==> src/design/hss_pkg.sv <==
// Package with the register map, field layout and timing constants of the switch drive block.
package hss_pkg;
	localparam logic [7:0] ADDR_SWITCH_CONTROL = 8'h1E;
	localparam logic [7:0] ADDR_PWM_A_RATE = 8'h1F;
	localparam logic [7:0] ADDR_PWM_A_DUTY_HIGH = 8'h20;
	localparam logic [7:0] ADDR_PWM_A_DUTY_LOW = 8'h21;
	localparam logic [7:0] ADDR_PWM_B_RATE = 8'h22;
	localparam logic [7:0] ADDR_PWM_B_DUTY_HIGH = 8'h23;
	localparam logic [7:0] ADDR_PWM_B_DUTY_LOW = 8'h24;
	localparam logic [7:0] ADDR_PERIODIC_A = 8'h25;
	localparam logic [7:0] ADDR_PERIODIC_B = 8'h26;

	localparam int ENABLE_BIT = 7;
	localparam int SEL_MSB = 6;
	localparam int SEL_LSB = 4;
	localparam int RATE_BIT = 7;
	localparam int WIDTH_MSB = 7;
	localparam int WIDTH_LSB = 4;
	localparam int PERIOD_MSB = 2;
	localparam int PERIOD_LSB = 0;

	localparam logic [7:0] MASK_SWITCH_CONTROL = 8'hF0;
	localparam logic [7:0] MASK_RATE = 8'h80;
	localparam logic [7:0] MASK_DUTY_HIGH = 8'h03;
	localparam logic [7:0] MASK_DUTY_LOW = 8'hFF;
	localparam logic [7:0] MASK_PERIODIC = 8'hF7;
	localparam logic [7:0] RESET_VALUE = 8'h00;

	localparam logic [2:0] SRC_STATIC = 3'h0;
	localparam logic [2:0] SRC_PWM_A = 3'h1;
	localparam logic [2:0] SRC_PWM_B = 3'h2;
	localparam logic [2:0] SRC_PERIODIC_A = 3'h3;
	localparam logic [2:0] SRC_PERIODIC_B = 3'h4;
	localparam logic [2:0] SRC_PIN = 3'h5;

	localparam logic [3:0] WIDTH_OFF = 4'h0;
	localparam logic [3:0] WIDTH_FULL = 4'hF;
	localparam logic [9:0] DUTY_FULL = 10'h3FF;

	localparam int CLK_HZ = 100_000_000;
	localparam int CLK_PERIOD_NS = 10;
	localparam int PWM_RATE_LO_HZ = 200;
	localparam int PWM_RATE_HI_HZ = 400;
	localparam int PWM_STEPS = 1024;
	localparam int PWM_STEP_LO = CLK_HZ / (PWM_RATE_LO_HZ * PWM_STEPS);
	localparam int PWM_STEP_HI = CLK_HZ / (PWM_RATE_HI_HZ * PWM_STEPS);
	localparam int TIMER_TICK_NS = 100_000;
	localparam int TIMER_TICK_CYCLES = TIMER_TICK_NS / CLK_PERIOD_NS;

	typedef struct packed {
		logic wr;
		logic [7:0] addr;
		logic [7:0] wdata;
	} reg_req_t;

	typedef struct packed {
		logic [7:0] ctrl;
		logic [7:0] pa_rate;
		logic [7:0] pa_hi;
		logic [7:0] pa_lo;
		logic [7:0] pb_rate;
		logic [7:0] pb_hi;
		logic [7:0] pb_lo;
		logic [7:0] ta_cfg;
		logic [7:0] tb_cfg;
		logic [2:0] sel_act;
		logic [8:0] pa_pre;
		logic [9:0] pa_cnt;
		logic [8:0] pb_pre;
		logic [9:0] pb_cnt;
		logic [13:0] tick_pre;
		logic [14:0] ta_cnt;
		logic [14:0] tb_cnt;
		logic pin_s1;
		logic pin_s2;
		logic on;
		logic hiz;
		logic [7:0] rdata;
	} state_t;
endpackage

==> src/design/high_side_switch_pwm_control.sv <==
// Register-controlled source selection and PWM/periodic drive for the high-side switch.
// Operation
// [RQ1] Enable bit 7 gates switch; reset clears.
// [RQ2] 3-bit selector picks static, PWM, timer, pin.
// [RQ3] Pin source selected disables failsafe output.
// [RQ4] Rate bit selects 200 or 400 Hz.
// [RQ5] PWM A duty: two upper, eight lower.
// [RQ6] Zero duty off, all ones fully on.
// [RQ7] PWM B duty split the same way.
// [RQ8] Software avoids tiny unrealisable duty values.
// [RQ9] Timer period code 10 ms to 2000 ms.
// [RQ10] Timer on-width code; 0 high-z, F on.
// [RQ11] Disabled keeps off; selector applies at boundary.
module high_side_switch_pwm_control
	import hss_pkg::*;
#(
	parameter int TICK_CYCLES = TIMER_TICK_CYCLES
)
(
	// Clock and reset.
	input wire logic clk_i,
	input wire logic rst_b_i,
	// Register access from the serial control port.
	input wire hss_pkg::reg_req_t req_i,
	output logic [7:0] rdata_o,
	// Control pin and switch drive.
	input wire logic switch_control_pin_i,
	output logic switch_on_o,
	output logic switch_high_z_o,
	output logic failsafe_output_disable_o
);
	import hss_pkg::*;

	state_t st_reg;
	state_t st_next;
	logic boundary;
	logic pa_wrap;
	logic pb_wrap;
	logic ta_wrap;
	logic tb_wrap;
	logic tick;

	function automatic logic [14:0] period_ticks(input logic [2:0] code);
		case (code)
			3'h0: period_ticks = 15'd100;
			3'h1: period_ticks = 15'd200;
			3'h2: period_ticks = 15'd500;
			3'h3: period_ticks = 15'd1000;
			3'h4: period_ticks = 15'd2000;
			3'h5: period_ticks = 15'd5000;
			3'h6: period_ticks = 15'd10000;
			default: period_ticks = 15'd20000;
		endcase
	endfunction

	function automatic logic [14:0] width_ticks(input logic [3:0] code);
		case (code)
			4'h1: width_ticks = 15'd1;
			4'h2: width_ticks = 15'd3;
			4'h3: width_ticks = 15'd5;
			4'h4: width_ticks = 15'd10;
			4'h5: width_ticks = 15'd100;
			4'h6: width_ticks = 15'd200;
			4'h7: width_ticks = 15'd300;
			4'h8: width_ticks = 15'd400;
			4'h9: width_ticks = 15'd500;
			4'hA: width_ticks = 15'd600;
			4'hB: width_ticks = 15'd800;
			4'hC: width_ticks = 15'd1000;
			4'hD: width_ticks = 15'd1500;
			4'hE: width_ticks = 15'd2000;
			default: width_ticks = 15'd0;
		endcase
	endfunction

	// Full-scale duty forces the output on so that no off step remains in the period.
	function automatic logic pwm_level(input logic [9:0] cnt, input logic [9:0] duty);
		pwm_level = (duty == DUTY_FULL) || (cnt < duty);
	endfunction

	function automatic logic timer_level(input logic [14:0] cnt, input logic [3:0] code);
		timer_level = (code == WIDTH_FULL) || (cnt < width_ticks(code));
	endfunction

	function automatic logic [8:0] step_len(input logic rate);
		step_len = rate ? 9'(PWM_STEP_HI - 1) : 9'(PWM_STEP_LO - 1);
	endfunction

	always_comb
	begin
		logic [9:0] duty_a;
		logic [9:0] duty_b;
		logic [14:0] per_a;
		logic [14:0] per_b;
		logic [3:0] wid_a;
		logic [3:0] wid_b;
		logic level;
		logic high_z;
		level = 1'b0;
		high_z = 1'b0;
		duty_a = {st_reg.pa_hi[1:0], st_reg.pa_lo}; // [RQ5]
		duty_b = {st_reg.pb_hi[1:0], st_reg.pb_lo}; // [RQ7]
		per_a = period_ticks(st_reg.ta_cfg[PERIOD_MSB:PERIOD_LSB]); // [RQ9]
		per_b = period_ticks(st_reg.tb_cfg[PERIOD_MSB:PERIOD_LSB]); // [RQ9]
		wid_a = st_reg.ta_cfg[WIDTH_MSB:WIDTH_LSB];
		wid_b = st_reg.tb_cfg[WIDTH_MSB:WIDTH_LSB];
		st_next = st_reg;

		// Register writes; reserved bits are masked and read back as zero.
		if (req_i.wr)
		begin
			case (req_i.addr)
				ADDR_SWITCH_CONTROL: st_next.ctrl = req_i.wdata & MASK_SWITCH_CONTROL;
				ADDR_PWM_A_RATE: st_next.pa_rate = req_i.wdata & MASK_RATE;
				ADDR_PWM_A_DUTY_HIGH: st_next.pa_hi = req_i.wdata & MASK_DUTY_HIGH;
				ADDR_PWM_A_DUTY_LOW: st_next.pa_lo = req_i.wdata & MASK_DUTY_LOW;
				ADDR_PWM_B_RATE: st_next.pb_rate = req_i.wdata & MASK_RATE;
				ADDR_PWM_B_DUTY_HIGH: st_next.pb_hi = req_i.wdata & MASK_DUTY_HIGH;
				ADDR_PWM_B_DUTY_LOW: st_next.pb_lo = req_i.wdata & MASK_DUTY_LOW;
				ADDR_PERIODIC_A: st_next.ta_cfg = req_i.wdata & MASK_PERIODIC;
				ADDR_PERIODIC_B: st_next.tb_cfg = req_i.wdata & MASK_PERIODIC;
				default: st_next.ctrl = st_reg.ctrl;
			endcase
		end

		// Read data is registered; unmapped addresses read zero.
		case (req_i.addr)
			ADDR_SWITCH_CONTROL: st_next.rdata = st_reg.ctrl;
			ADDR_PWM_A_RATE: st_next.rdata = st_reg.pa_rate;
			ADDR_PWM_A_DUTY_HIGH: st_next.rdata = st_reg.pa_hi;
			ADDR_PWM_A_DUTY_LOW: st_next.rdata = st_reg.pa_lo;
			ADDR_PWM_B_RATE: st_next.rdata = st_reg.pb_rate;
			ADDR_PWM_B_DUTY_HIGH: st_next.rdata = st_reg.pb_hi;
			ADDR_PWM_B_DUTY_LOW: st_next.rdata = st_reg.pb_lo;
			ADDR_PERIODIC_A: st_next.rdata = st_reg.ta_cfg;
			ADDR_PERIODIC_B: st_next.rdata = st_reg.tb_cfg;
			default: st_next.rdata = RESET_VALUE;
		endcase

		// PWM step prescalers and 1024-step period counters.
		pa_wrap = 1'b0;
		pb_wrap = 1'b0;
		if (st_reg.pa_pre == 9'h0)
		begin
			st_next.pa_pre = step_len(st_reg.pa_rate[RATE_BIT]); // [RQ4]
			st_next.pa_cnt = st_reg.pa_cnt + 10'h1;
			pa_wrap = (st_reg.pa_cnt == DUTY_FULL);
		end
		else
			st_next.pa_pre = st_reg.pa_pre - 9'h1;
		if (st_reg.pb_pre == 9'h0)
		begin
			st_next.pb_pre = step_len(st_reg.pb_rate[RATE_BIT]); // [RQ4]
			st_next.pb_cnt = st_reg.pb_cnt + 10'h1;
			pb_wrap = (st_reg.pb_cnt == DUTY_FULL);
		end
		else
			st_next.pb_pre = st_reg.pb_pre - 9'h1;

		// Shared 0.1 ms tick for the periodic sources.
		tick = (st_reg.tick_pre == 14'h0);
		st_next.tick_pre = tick ? 14'(TICK_CYCLES - 1) : st_reg.tick_pre - 14'h1;
		ta_wrap = tick && (st_reg.ta_cnt >= per_a - 15'h1);
		tb_wrap = tick && (st_reg.tb_cnt >= per_b - 15'h1);
		if (tick)
		begin
			st_next.ta_cnt = ta_wrap ? 15'h0 : st_reg.ta_cnt + 15'h1; // [RQ9]
			st_next.tb_cnt = tb_wrap ? 15'h0 : st_reg.tb_cnt + 15'h1; // [RQ9]
		end

		st_next.pin_s1 = switch_control_pin_i;
		st_next.pin_s2 = st_reg.pin_s1;

		// A new selector takes over at the active PWM or timer source's period boundary, at once from any other source.
		case (st_reg.sel_act)
			SRC_PWM_A: boundary = pa_wrap;
			SRC_PWM_B: boundary = pb_wrap;
			SRC_PERIODIC_A: boundary = ta_wrap;
			SRC_PERIODIC_B: boundary = tb_wrap;
			default: boundary = 1'b1;
		endcase
		if (boundary)
			st_next.sel_act = st_reg.ctrl[SEL_MSB:SEL_LSB]; // [RQ11]

		case (st_reg.sel_act) // [RQ2]
			SRC_STATIC: level = 1'b1;
			SRC_PWM_A: level = pwm_level(st_reg.pa_cnt, duty_a); // [RQ6]
			SRC_PWM_B: level = pwm_level(st_reg.pb_cnt, duty_b); // [RQ6]
			SRC_PERIODIC_A:
			begin
				level = timer_level(st_reg.ta_cnt, wid_a); // [RQ10]
				high_z = (wid_a == WIDTH_OFF); // [RQ10]
			end
			SRC_PERIODIC_B:
			begin
				level = timer_level(st_reg.tb_cnt, wid_b); // [RQ10]
				high_z = (wid_b == WIDTH_OFF); // [RQ10]
			end
			SRC_PIN: level = st_reg.pin_s2;
			default: level = 1'b0;
		endcase
		st_next.on = st_reg.ctrl[ENABLE_BIT] && level; // [RQ1] [RQ11]
		st_next.hiz = !st_next.on && (!st_reg.ctrl[ENABLE_BIT] || high_z);
	end

	always_ff @(posedge clk_i)
	begin
		if (!rst_b_i)
		begin
			st_reg <= '0; // [RQ1]
			st_reg.hiz <= 1'b1;
			// Prescalers start a full step long so the first PWM step after reset is not cut short.
			st_reg.pa_pre <= 9'(PWM_STEP_LO - 1); // [RQ4]
			st_reg.pb_pre <= 9'(PWM_STEP_LO - 1); // [RQ4]
		end
		else
			st_reg <= st_next;
	end

	assign rdata_o = st_reg.rdata;
	assign switch_on_o = st_reg.on;
	assign switch_high_z_o = st_reg.hiz;
	assign failsafe_output_disable_o = (st_reg.ctrl[SEL_MSB:SEL_LSB] == SRC_PIN); // [RQ3]

	property p_disabled_off;
		@(posedge clk_i) disable iff (!rst_b_i)
		!st_reg.ctrl[ENABLE_BIT] |=> !switch_on_o && switch_high_z_o;
	endproperty
	a_disabled_off: assert property (p_disabled_off) else $error("switch on while disabled"); // [RQ1]

	property p_pin_follow;
		@(posedge clk_i) disable iff (!rst_b_i)
		st_reg.ctrl[ENABLE_BIT] && st_reg.sel_act == SRC_PIN |=> switch_on_o == $past(st_reg.pin_s2);
	endproperty
	a_pin_follow: assert property (p_pin_follow) else $error("pin source not followed"); // [RQ2]

	property p_failsafe;
		@(posedge clk_i) disable iff (!rst_b_i)
		req_i.wr && req_i.addr == ADDR_SWITCH_CONTROL && req_i.wdata[SEL_MSB:SEL_LSB] == SRC_PIN
		|=> failsafe_output_disable_o;
	endproperty
	a_failsafe: assert property (p_failsafe) else $error("failsafe not disabled"); // [RQ3]

	property p_rate_step;
		@(posedge clk_i) disable iff (!rst_b_i)
		st_reg.pa_pre == 9'h0 && st_reg.pa_rate[RATE_BIT] |=> st_reg.pa_pre == 9'(PWM_STEP_HI - 1);
	endproperty
	a_rate_step: assert property (p_rate_step) else $error("wrong PWM step length"); // [RQ4]

	property p_duty_zero;
		@(posedge clk_i) disable iff (!rst_b_i)
		st_reg.sel_act == SRC_PWM_A && st_reg.pa_hi == 8'h0 && st_reg.pa_lo == 8'h0 |=> !switch_on_o;
	endproperty
	a_duty_zero: assert property (p_duty_zero) else $error("zero duty drove switch"); // [RQ5] [RQ6]

	property p_duty_full;
		@(posedge clk_i) disable iff (!rst_b_i)
		st_reg.ctrl[ENABLE_BIT] && st_reg.sel_act == SRC_PWM_B
		&& {st_reg.pb_hi[1:0], st_reg.pb_lo} == DUTY_FULL |=> switch_on_o;
	endproperty
	a_duty_full: assert property (p_duty_full) else $error("full duty not on"); // [RQ7] [RQ6]

	property p_period_bound;
		@(posedge clk_i) disable iff (!rst_b_i)
		tick |=> st_reg.ta_cnt < period_ticks($past(st_reg.ta_cfg[PERIOD_MSB:PERIOD_LSB]));
	endproperty
	a_period_bound: assert property (p_period_bound) else $error("timer count past period"); // [RQ9]

	property p_width_hiz;
		@(posedge clk_i) disable iff (!rst_b_i)
		st_reg.sel_act == SRC_PERIODIC_B && st_reg.tb_cfg[WIDTH_MSB:WIDTH_LSB] == WIDTH_OFF
		|=> switch_high_z_o && !switch_on_o;
	endproperty
	a_width_hiz: assert property (p_width_hiz) else $error("zero width not high-z"); // [RQ10]

	property p_sel_hold;
		@(posedge clk_i) disable iff (!rst_b_i)
		!boundary |=> $stable(st_reg.sel_act);
	endproperty
	a_sel_hold: assert property (p_sel_hold) else $error("selector changed mid-period"); // [RQ11]
endmodule

==> config.mk <==
export PLATFORM = sky130hd
export DESIGN_NAME = high_side_switch_pwm_control
export DESIGN_NICKNAME = d
export VERILOG_FILES = /design/src/design/hss_pkg.sv /design/src/design/high_side_switch_pwm_control.sv
export SDC_FILE = /design/constraint.sdc
export NUM_CORES = 1
export LEC_CHECK = 0
export CAP_MARGIN = 20
export CELL_PAD_IN_SITES_DETAIL_PLACEMENT = 1
export CELL_PAD_IN_SITES_GLOBAL_PLACEMENT = 2
export CORE_MARGIN = 2
export CORE_UTILIZATION = 40
export DETAILED_ROUTE_END_ITERATION = 8
export DONT_BUFFER_PORTS = 1
export PLACE_DENSITY = 0.81
export SYNTH_ARGS = -nofsm -noshare
export SYNTH_HDL_FRONTEND = slang
export SYNTH_SLANG_ARGS = --single-unit
==> constraint.sdc <==
create_clock -name clk_i -period 3.3 [get_ports clk_i]
set_clock_uncertainty 0.15 [all_clocks]
set_input_delay 0.495 -clock clk_i [delete_from_list [all_inputs] [get_ports clk_i]]
set_output_delay 0.495 -clock clk_i [all_outputs]
set_load 0.03 [all_outputs]
==> results of run 1 <==
[cell families after synthesis]
kind of cell    after synthesis  synth area share
flops                       159             0.355
fa+ha+maj                    87             0.121
xor+xnor                     63            0.0615
simple gates                423             0.240
compound gates              172             0.122
mux                          39            0.0439
buf+inv                     116            0.0558
[worst max path at each step]
stage	start	endpoint	slack [ns]	cells past startpoint
final	st_reg[107]$_SDFFE_PN0P_	st_reg[94]$_SDFFE_PN0P_	0.24	13
after global placement	st_reg[107]$_SDFFE_PN0P_	st_reg[95]$_SDFFE_PN0P_	0.36	13
after CTS	st_reg[107]$_SDFFE_PN0P_	st_reg[94]$_SDFFE_PN0P_	0.23	13
after global routing	st_reg[99]$_SDFFE_PN0P_	st_reg[17]$_SDFFE_PN0P_	0.05	12
after floorplan	st_reg[105]$_SDFFE_PN0P_	st_reg[94]$_SDFFE_PN0P_	0.41	12
after detailed placement	st_reg[107]$_SDFFE_PN0P_	st_reg[94]$_SDFFE_PN0P_	0.32	13
[cells in the mapped netlist, types with 4 or more instances]
cell type  count
a211oi_1       9
a21o_1        11
a21oi_1       55
a222oi_1       4
a22oi_1        4
and2_1         5
and3_1        11
buf_2         10
buf_4         12
clkbuf_1      24
dfxtp_1      159
ha_1          87
inv_1         62
inv_2          5
mux2i_1       36
nand2_1      106
nand2b_1      10
nand3_1       52
nand4_1       28
nand4b_1       4
nor2_1       127
nor2b_1        5
nor3_1        23
nor4_1         5
o211ai_1       4
o21a_1         4
o21ai_0       40
o21ai_1        5
o22ai_1        6
o31ai_1        5
or2_2          4
or3_1          8
xnor2_1       30
xor2_1        33
[stage by stage]
step | setup slack, ns | power, mW
floorplan | 0.414 | 2.54
global placement | 0.356 | 2.65
detailed placement | 0.325 | 2.66
CTS | 0.234 | 4.83
global route | 0.0457 | 4.98
finish | 0.241 | 4.76
[metal layers]
metal | vias up | part of all wire | global-route usage
li1 | 3679 | - | -
met1 | 3520 | 0.49 | 0.285
met2 | 96 | 0.47 | 0.341
met3 | 24 | 0.032 | 0.0395
met4 | 0 | 0.013 | 0.0568
met5 | - | 0 | 0
[power breakdown]
part	internal, mW	switching, mW	total (mW)
combinational	0.223	0.281	0.504
clock	1.22	0.914	2.14
sequential	2.00	0.115	2.12
[layout make-up]
| class | instances | area, sq um | share of cell area |
|---|---|---|---|
| Multi-Input combinational cell | 784 | 5290 | 0.534 |
| Sequential cell | 159 | 3180 | 0.322 |
| Clock buffer | 17 | 425 | 0.0430 |
| Tap cell | 280 | 350 | 0.0354 |
| Inverter | 67 | 251 | 0.0254 |
| Timing Repair Buffer | 26 | 200 | 0.0202 |
| Clock inverter | 15 | 198 | 0.0200 |
==> out/metrics.cfg, run 1 <==
[status]
status = finished, final reports clean

[global_route]
grt_overflow = 0
grt_pass1_vias = 7517
antenna_found_initial = 0
grt_max_degree = 36
grt_use_total = 0.209
grt_pass1_wl_um = 39500

[clock_tree]
clock_latency_ns = 0.43
clock_sinks = 159
ctsHoldBuffers = 2
clkTransAtPathRegs_ns = 0.07
htreeDepth = 4
post_cts_buffers = 0
cts_resized = 0
clk_path_buf_depth = 2
cts_tree = done
clockRootBuffer = clkbuf_16
cts_buffers = 17

[floorplan]
core_area_sq_mm = 0.0219
initial_utilization = 0.410
dieWidth_um = 154
top_level_ports = 31
die_h_um = 154
dieArea_sq_mm = 0.0236
num_rows = 54

[power]
ir_drop_mv = 0.294
leakage_nw = 3.89
p_per_area_mw_per_mm2 = 481

[place]
place.gp.congestion = 0.820
hpwlAfterDp_um = 18000
numPortBuffers = 0
dp_cells = 1314
dpl_cell_area_sq_mm = 0.00925

[worst_setup_path]
path_buf_inv = 1
reg2reg_slack_ns = 0.24
crit_chain = buf_4, nand2_1, nand2_1, ha_1, xnor2_1, ha_1, a211oi_1, nor2_1, nor3_1, o311ai_4, a31oi_1, o21a_1, o21ai_1
start_kind = flip-flop
reg2reg_from = st_reg[107]$_SDFFE_PN0P_
cp_max_fo = 9
cp-end-kind = flip-flop
cpMaxStageDelayCell = dfxtp_1
rr_worst_depth = 13
cp.required_ns = 3.47
r2r_end = st_reg[94]$_SDFFE_PN0P_
arrival_ns = 3.23
cp_top_family = compound AO/OA/AOI/OAI gates
timing_worst_setup_path_type = flip-flop to flip-flop
critPathMaxStageDelay_ns = 0.35

[layout]
num_antenna_cells = 0
finalNonFillerCells = 1348
final_common_cell = dfxtp_1
final_util = 0.452
areaGrowthSynthToFinish_pct = 10.3
layout_common_cells = dfxtp_1, nor2_1, nand2_1, ha_1, inv_1
drive_gt1_frac = 0.0824
fill_cells = 2621
postLayoutCellArea_sq_mm = 0.00989
nNetsFinal = 1162

[sta]
max_freq_ghz = 0.327
period_share = 0.927
hold_violations = 0
tightest_slew_ns = 0.691
slew_headroom = 0.538
hold_slack_ns = 0.0376
setup_violations = 0
tns_ns = 0
drv_slew = 0
rsz0062_at_grt = no
period_needed_ns = 3.06

[routing]
dr.pass1.iters = 4
wl_per_cell_um = 18.0
wl_um = 24200
drc = 0
viasPerCell = 5.43
first_iter_violations = 286
vias = 7319
drtAntennaViolNets = 0

[logic_synthesis]
syn_nets = 1166
synth_area_per_cell_sq_um = 8.47
ys_async_sr_fraction = 0
ys_warn_count = 0
syn_area_sq_mm = 0.00897
netlist_instances = 1059
ys_types = 73
yosysTopAreaCell = dfxtp_1
synth_top_area_frac = 0.355
ys_ff_latch = 159
synth_edf_count = 0
yosysSeqAreaShare = 0.355
synth_area_leaders = dfxtp_1, ha_1, nor2_1
synthFlopType = dfxtp_1

[job]
max-cap-violations = 0

[hold_path]
hold-path-cell-count = 1
hold_path.class = input port to flip-flop
worstHoldEndpoint = st_next[10]$_SDFF_PN0_
min_from = switch_control_pin_i

No activity file was read; power rests on OpenSTA's default activity.
==> run 2: changes to the inputs <==
PLACE_DENSITY = 0.9   (was 0.81)
==> run 2 against run 1 <==
  * Wire length about the same
  * Largest power group is now sequential cells
  * First-iteration DRC count increased by 58%
  * Global-route usage increased by 0.40 points
  * Via count increased by 0.75%
  * Power decreased by 2.4%
==> out/metrics.cfg, run 2 (same netlist as run 1, synthesis figures left out) <==
[global_route]
grt_pass1_wl_um = 40400  ; +2.4%
grt_use_total = 0.213  ; +0.00402
grt_pass1_vias = 7597  ; +1.1%
use_met1 = 0.275  ; -0.00919
antenna_found_initial = 0  ; unchanged
globalRouteMet3Util = 0.0482  ; +0.00874
grt_max_degree = 53  ; +47%
grtUsageMet2 = 0.358  ; +0.0176
grt_overflow = 0  ; unchanged
busiest_layer = met2

[layout]
finalNonFillerCells = 1343  ; -0.37%
postLayoutCellArea_sq_mm = 0.00983  ; -0.67%
nNetsFinal = 1157  ; -0.43%
final_common_cell = dfxtp_1
num_antenna_cells = 0  ; unchanged
areaGrowthSynthToFinish_pct = 9.57
final_util = 0.449  ; -0.00303
layout_common_cells = dfxtp_1, nor2_1, nand2_1, ha_1, inv_1
drive_gt1_frac = 0.0781  ; -0.00432

[sta]
hold_violations = 0  ; unchanged
drv_slew = 0  ; unchanged
max_freq_ghz = 0.325  ; -0.50%
period_share = 0.932  ; +0.00466
tns_ns = 0  ; unchanged
rsz0062_at_grt = no
setup_violations = 0  ; unchanged
tightest_slew_ns = 0.628  ; -0.0636 ns
period_needed_ns = 3.07  ; +0.0154 ns
slew_headroom = 0.580  ; +0.0424

[worst_setup_path]
arrival_ns = 3.25  ; +0.02 ns
cp_max_fo = 14  ; +5
cp.required_ns = 3.47  ; about the same
crit_chain = or2_2, ha_1, xnor2_1, ha_1, a211oi_1, nor2_1, nor3_1, o311ai_4, a31oi_1, o21a_1, o21ai_1
start_kind = flip-flop
cp-end-kind = flip-flop
cpMostUsedCell = ha_1
cpMaxStageDelayCell = dfxtp_1
timing_worst_setup_path_type = flip-flop to flip-flop
critPathMaxStageDelay_ns = 0.42  ; +0.07 ns

[floorplan]
core_area_sq_mm = 0.0219  ; unchanged
die_h_um = 154  ; unchanged
num_rows = 54  ; unchanged
dieWidth_um = 154  ; unchanged
dieArea_sq_mm = 0.0236  ; unchanged
initial_utilization = 0.410  ; unchanged
top_level_ports = 31  ; unchanged

[clock_tree]
clock_sinks = 159  ; unchanged
clkTransAtPathRegs_ns = 0.07  ; about the same
cts_tree = done
clock_latency_ns = 0.44  ; about the same
clockRootBuffer = clkbuf_16
htreeDepth = 4  ; unchanged
post_cts_buffers = 0  ; unchanged
cts_buffers = 17  ; unchanged
clk_path_buf_depth = 2  ; unchanged

[status]
status = finished, final reports clean

[routing]
wl_per_cell_um = 18.1  ; +0.41%
drtAntennaViolNets = 0  ; unchanged
wl_um = 24200  ; about the same
dr.pass1.iters = 6  ; +2
viasPerCell = 5.49  ; +1.1%
drc = 0  ; unchanged
first_iter_violations = 451  ; +58%
vias = 7374  ; +0.75%

[power]
ir_drop_mv = 0.313  ; +6.2%
p_per_area_mw_per_mm2 = 473  ; -1.7%
leakage_nw = 3.85  ; -0.99%
power_mw = 4.64  ; -2.4%

[place]
dpl_cell_area_sq_mm = 0.00921  ; -0.41%
hpwlAfterDp_um = 17300  ; -3.7%
numPortBuffers = 0  ; unchanged
place.gp.congestion = 0.811  ; -1.1%
dp_cells = 1309  ; -0.38%

[hold_path]
hold_path.class = input port to flip-flop

[job]
max-cap-violations = 0  ; unchanged

run 2: cell count changes in the layout (fill, tap and decap cells not counted), sizes merged:
cell | previous run | this run
buf | 24 | 19
bufinv | 3 | 2
clkbuf | 17 | 18
clkinv | 2 | 6
inv | 76 | 72
run 2: what timing repair did:
action                                 in CTS  in global routing
hold buffers                                2                  0
resized for setup                           0                  0
endpoints found under the hold margin      12                  0
setup endpoints to repair                   0                  0
run 2: metrics by stage:
step	worst slack (ns)	hold slack (ns)
finish	0.225	0.0338
global route	0.00783	0.0216
CTS	0.229	0.0245
detailed placement	0.270	0.267
global placement	0.310	0.262
floorplan	0.414	0.246
run 2: worst paths after layout:
kind,slack (ns),start,end,cells after the start
min,0.03,switch_control_pin_i,st_next[10]$_SDFF_PN0_,1
max reg2reg,0.23,st_reg[107]$_SDFFE_PN0P_,st_reg[94]$_SDFFE_PN0P_,11
max,0.23,st_reg[107]$_SDFFE_PN0P_,st_reg[94]$_SDFFE_PN0P_,11
min reg2reg,0.28,st_reg[66]$_SDFF_PP1_,st_reg[66]$_SDFF_PP1_,1
run 2: area by class of cell:
cell class                 instances  area (sq um)
sequential                       159          3180
multi-input combinational        784          5290
clock buffer                      18           439
timing repair buffer              21           163
inverter                          67           251
tap                              280           350
fill                            2625         12100
clock inverter                    14           155
run 2: layer usage:
layer	part of all wire	wire, um
met1	0.46	11200
met2	0.48	11600
met3	0.038	926
met4	0.018	444
met5	0	0
run 2: power breakdown:
part | switching [mW] | internal, mW | leakage (nW)
clock network | 0.877 | 1.15 | 0.293
logic | 0.278 | 0.222 | 2.28
registers | 0.115 | 2.01 | 1.29
run 2: worst max-delay path: cells and delay by family (launching register included):
| family | cells | cell delay, ns |
|---|---|---|
| adders and majority gates | 2 | 0.45 |
| DFF | 1 | 0.42 |
| AOI/OAI and AO/OA | 5 | 1.03 |
| and+or+nand+nor | 3 | 0.75 |
| xor gates and xnor gates | 1 | 0.16 |
==> run 3: changes to the inputs <==
SETUP_SLACK_MARGIN = 0.5   (was not set)
==> run 3 against run 2 <==
  * Setup slack gained 0.29 ns
  * Non-clock buffer count grew 10
  * Sequential share of layout area shrank 0.47 points
  * Critical path depth grew 1
  * Clock-buffer cell count shrank 1
  * Highest routed layer unchanged
  * Critical endpoint is now st_reg[95]$_SDFFE_PN0P_
==> out/metrics.cfg, run 3 (same netlist as run 1, synthesis figures left out) <==
[status]
status = finished, final reports clean

[job]
max-cap-violations = 0  ; unchanged

[layout]
postLayoutCellArea_sq_mm = 0.0100  ; +1.7%
layout_common_cells = dfxtp_1, nor2_1, nand2_1, ha_1, inv_1
nNetsFinal = 1167  ; +0.86%
finalNonFillerCells = 1352  ; +0.67%
areaGrowthSynthToFinish_pct = 11.4
num_antenna_cells = 0  ; unchanged
drive_gt1_frac = 0.101  ; +0.0227
final_common_cell = dfxtp_1

[clock_tree]
cts_tree = done
clk_path_buf_depth = 2  ; unchanged
htreeDepth = 4  ; unchanged
clock_latency_ns = 0.44  ; about the same
cts_buffers = 17  ; unchanged
clock_sinks = 159  ; unchanged
clkTransAtPathRegs_ns = 0.07  ; about the same
clockRootBuffer = clkbuf_16

[routing]
wl_um = 24700  ; +2.0%
drtAntennaViolNets = 0  ; unchanged
dr.pass1.iters = 4  ; -2
vias = 7424  ; +0.68%
drc = 0  ; unchanged
wl_per_cell_um = 18.3  ; +1.3%
viasPerCell = 5.49  ; about the same
first_iter_violations = 416  ; -7.8%

[floorplan]
core_area_sq_mm = 0.0219  ; unchanged
dieWidth_um = 154  ; unchanged
initial_utilization = 0.410  ; unchanged
die_h_um = 154  ; unchanged
top_level_ports = 31  ; unchanged
num_rows = 54  ; unchanged
dieArea_sq_mm = 0.0236  ; unchanged

[worst_setup_path]
rr_worst_depth = 12  ; +1
cpMaxStageDelayCell = dfxtp_1
arrival_ns = 2.96  ; -0.29 ns
cp.required_ns = 3.47  ; about the same
critPathMaxStageDelay_ns = 0.32  ; -0.10 ns
cp-end-kind = flip-flop
crit_chain = or2_4, ha_4, mux2i_1, o21ai_1, ha_1, a21oi_1, o221ai_2, nor4b_4, o31ai_2, buf_4, o21a_1, o21ai_1
cp_max_fo = 3  ; -11
cpMostUsedCell = o21ai_1
timing_worst_setup_path_type = flip-flop to flip-flop
start_kind = flip-flop

[place]
place.gp.congestion = 0.787  ; -3.0%
numPortBuffers = 0  ; unchanged
hpwlAfterDp_um = 17800  ; +3.2%
dp_cells = 1312  ; +0.23%
dpl_cell_area_sq_mm = 0.00925  ; +0.37%

[power]
p_per_area_mw_per_mm2 = 462  ; -2.3%
leakage_nw = 3.89  ; +1.0%
ir_drop_mv = 0.332  ; +6.1%
power_mw = 4.61  ; -0.66%

[hold_path]
hold-path-cell-count = 1  ; unchanged
hold_path.class = input port to flip-flop

[global_route]
antenna_found_initial = 0  ; unchanged
grt_use_total = 0.214  ; +0.000904
grt_pass1_wl_um = 40900  ; +1.1%
grt_overflow = 0  ; unchanged
grt_max_degree = 58  ; +9.4%
grt_pass1_vias = 7749  ; +2.0%

[sta]
drv_slew = 0  ; unchanged
period_share = 0.844  ; -0.0878
tightest_slew_ns = 0.759  ; +0.131 ns
setup_violations = 0  ; unchanged
period_needed_ns = 2.78  ; -0.290 ns
tns_ns = 0  ; unchanged
rsz0062_at_grt = yes
hold_violations = 0  ; unchanged
max_freq_ghz = 0.359  ; +10%
slew_headroom = 0.493  ; -0.0872

-- run 3: cell type report --
| cell class | instances | area [sq um] |
|---|---|---|
| Fill cell | 2619 | 11900 |
| Multi-Input combinational cell | 784 | 5380 |
| Sequential cell | 159 | 3190 |
| Clock buffer | 17 | 425 |
| Tap cell | 280 | 350 |
| Inverter | 67 | 251 |
| Timing Repair Buffer | 31 | 241 |
| Clock inverter | 14 | 158 |
-- run 3: power breakdown --
group	switching [mW]	internal [mW]	total (mW)	leakage [nW]
sequential	0.114	2.00	2.12	1.29
clock	0.872	1.12	2.00	0.278
combinational	0.275	0.224	0.499	2.33
total	1.26	3.35	4.61	3.89
-- run 3: path summary, 6_finish.rpt --
path                      startpoint                 endpoint  slack, ns
max          st_reg[97]$_SDFFE_PN0P_  st_reg[95]$_SDFFE_PN0P_       0.52
min             switch_control_pin_i   st_next[10]$_SDFF_PN0_       0.04
max reg2reg  st_reg[97]$_SDFFE_PN0P_  st_reg[95]$_SDFFE_PN0P_       0.52
min reg2reg    st_reg[66]$_SDFF_PP1_    st_reg[66]$_SDFF_PP1_       0.29
-- run 3: per-stage QoR --
stage / utilization / hold WS, ns / setup slack [ns]
floorplan: - / 0.246 / 0.505
finish: 0.457 / 0.0407 / 0.515
CTS: 0.452 / 0.0318 / 0.506
global placement: 0.422 / 0.263 / 0.432
global route: 0.457 / 0.0343 / 0.376
detailed placement: 0.422 / 0.271 / 0.278
-- run 3: critical path: cells and delay by family (launching register included) --
kind | cells | cell delay [ns]
compound gates | 6 | 0.98
fa+ha+maj | 2 | 0.49
simple gates | 2 | 0.42
flops | 1 | 0.32
buf+inv | 1 | 0.16
mux | 1 | 0.15
-- run 3: timing repair --
item | CTS | global route
pin swaps | 4 | 11
setup buffers | 2 | 4
endpoints found under the setup margin | 32 | 34
endpoints found under the hold margin | 11 | 0
hold buffers | 3 | 0
gates resized for setup | 8 | 17
-- run 3: routing by layer --
| layer | global-route usage | part of all wire | wire [um] |
|---|---|---|---|
| met3 | 0.0519 | 0.035 | 868 |
| met5 | 0 | 0 | 0 |
| met4 | 0.0577 | 0.018 | 442 |
| met2 | 0.371 | 0.49 | 12100 |
| met1 | 0.266 | 0.46 | 11300 |
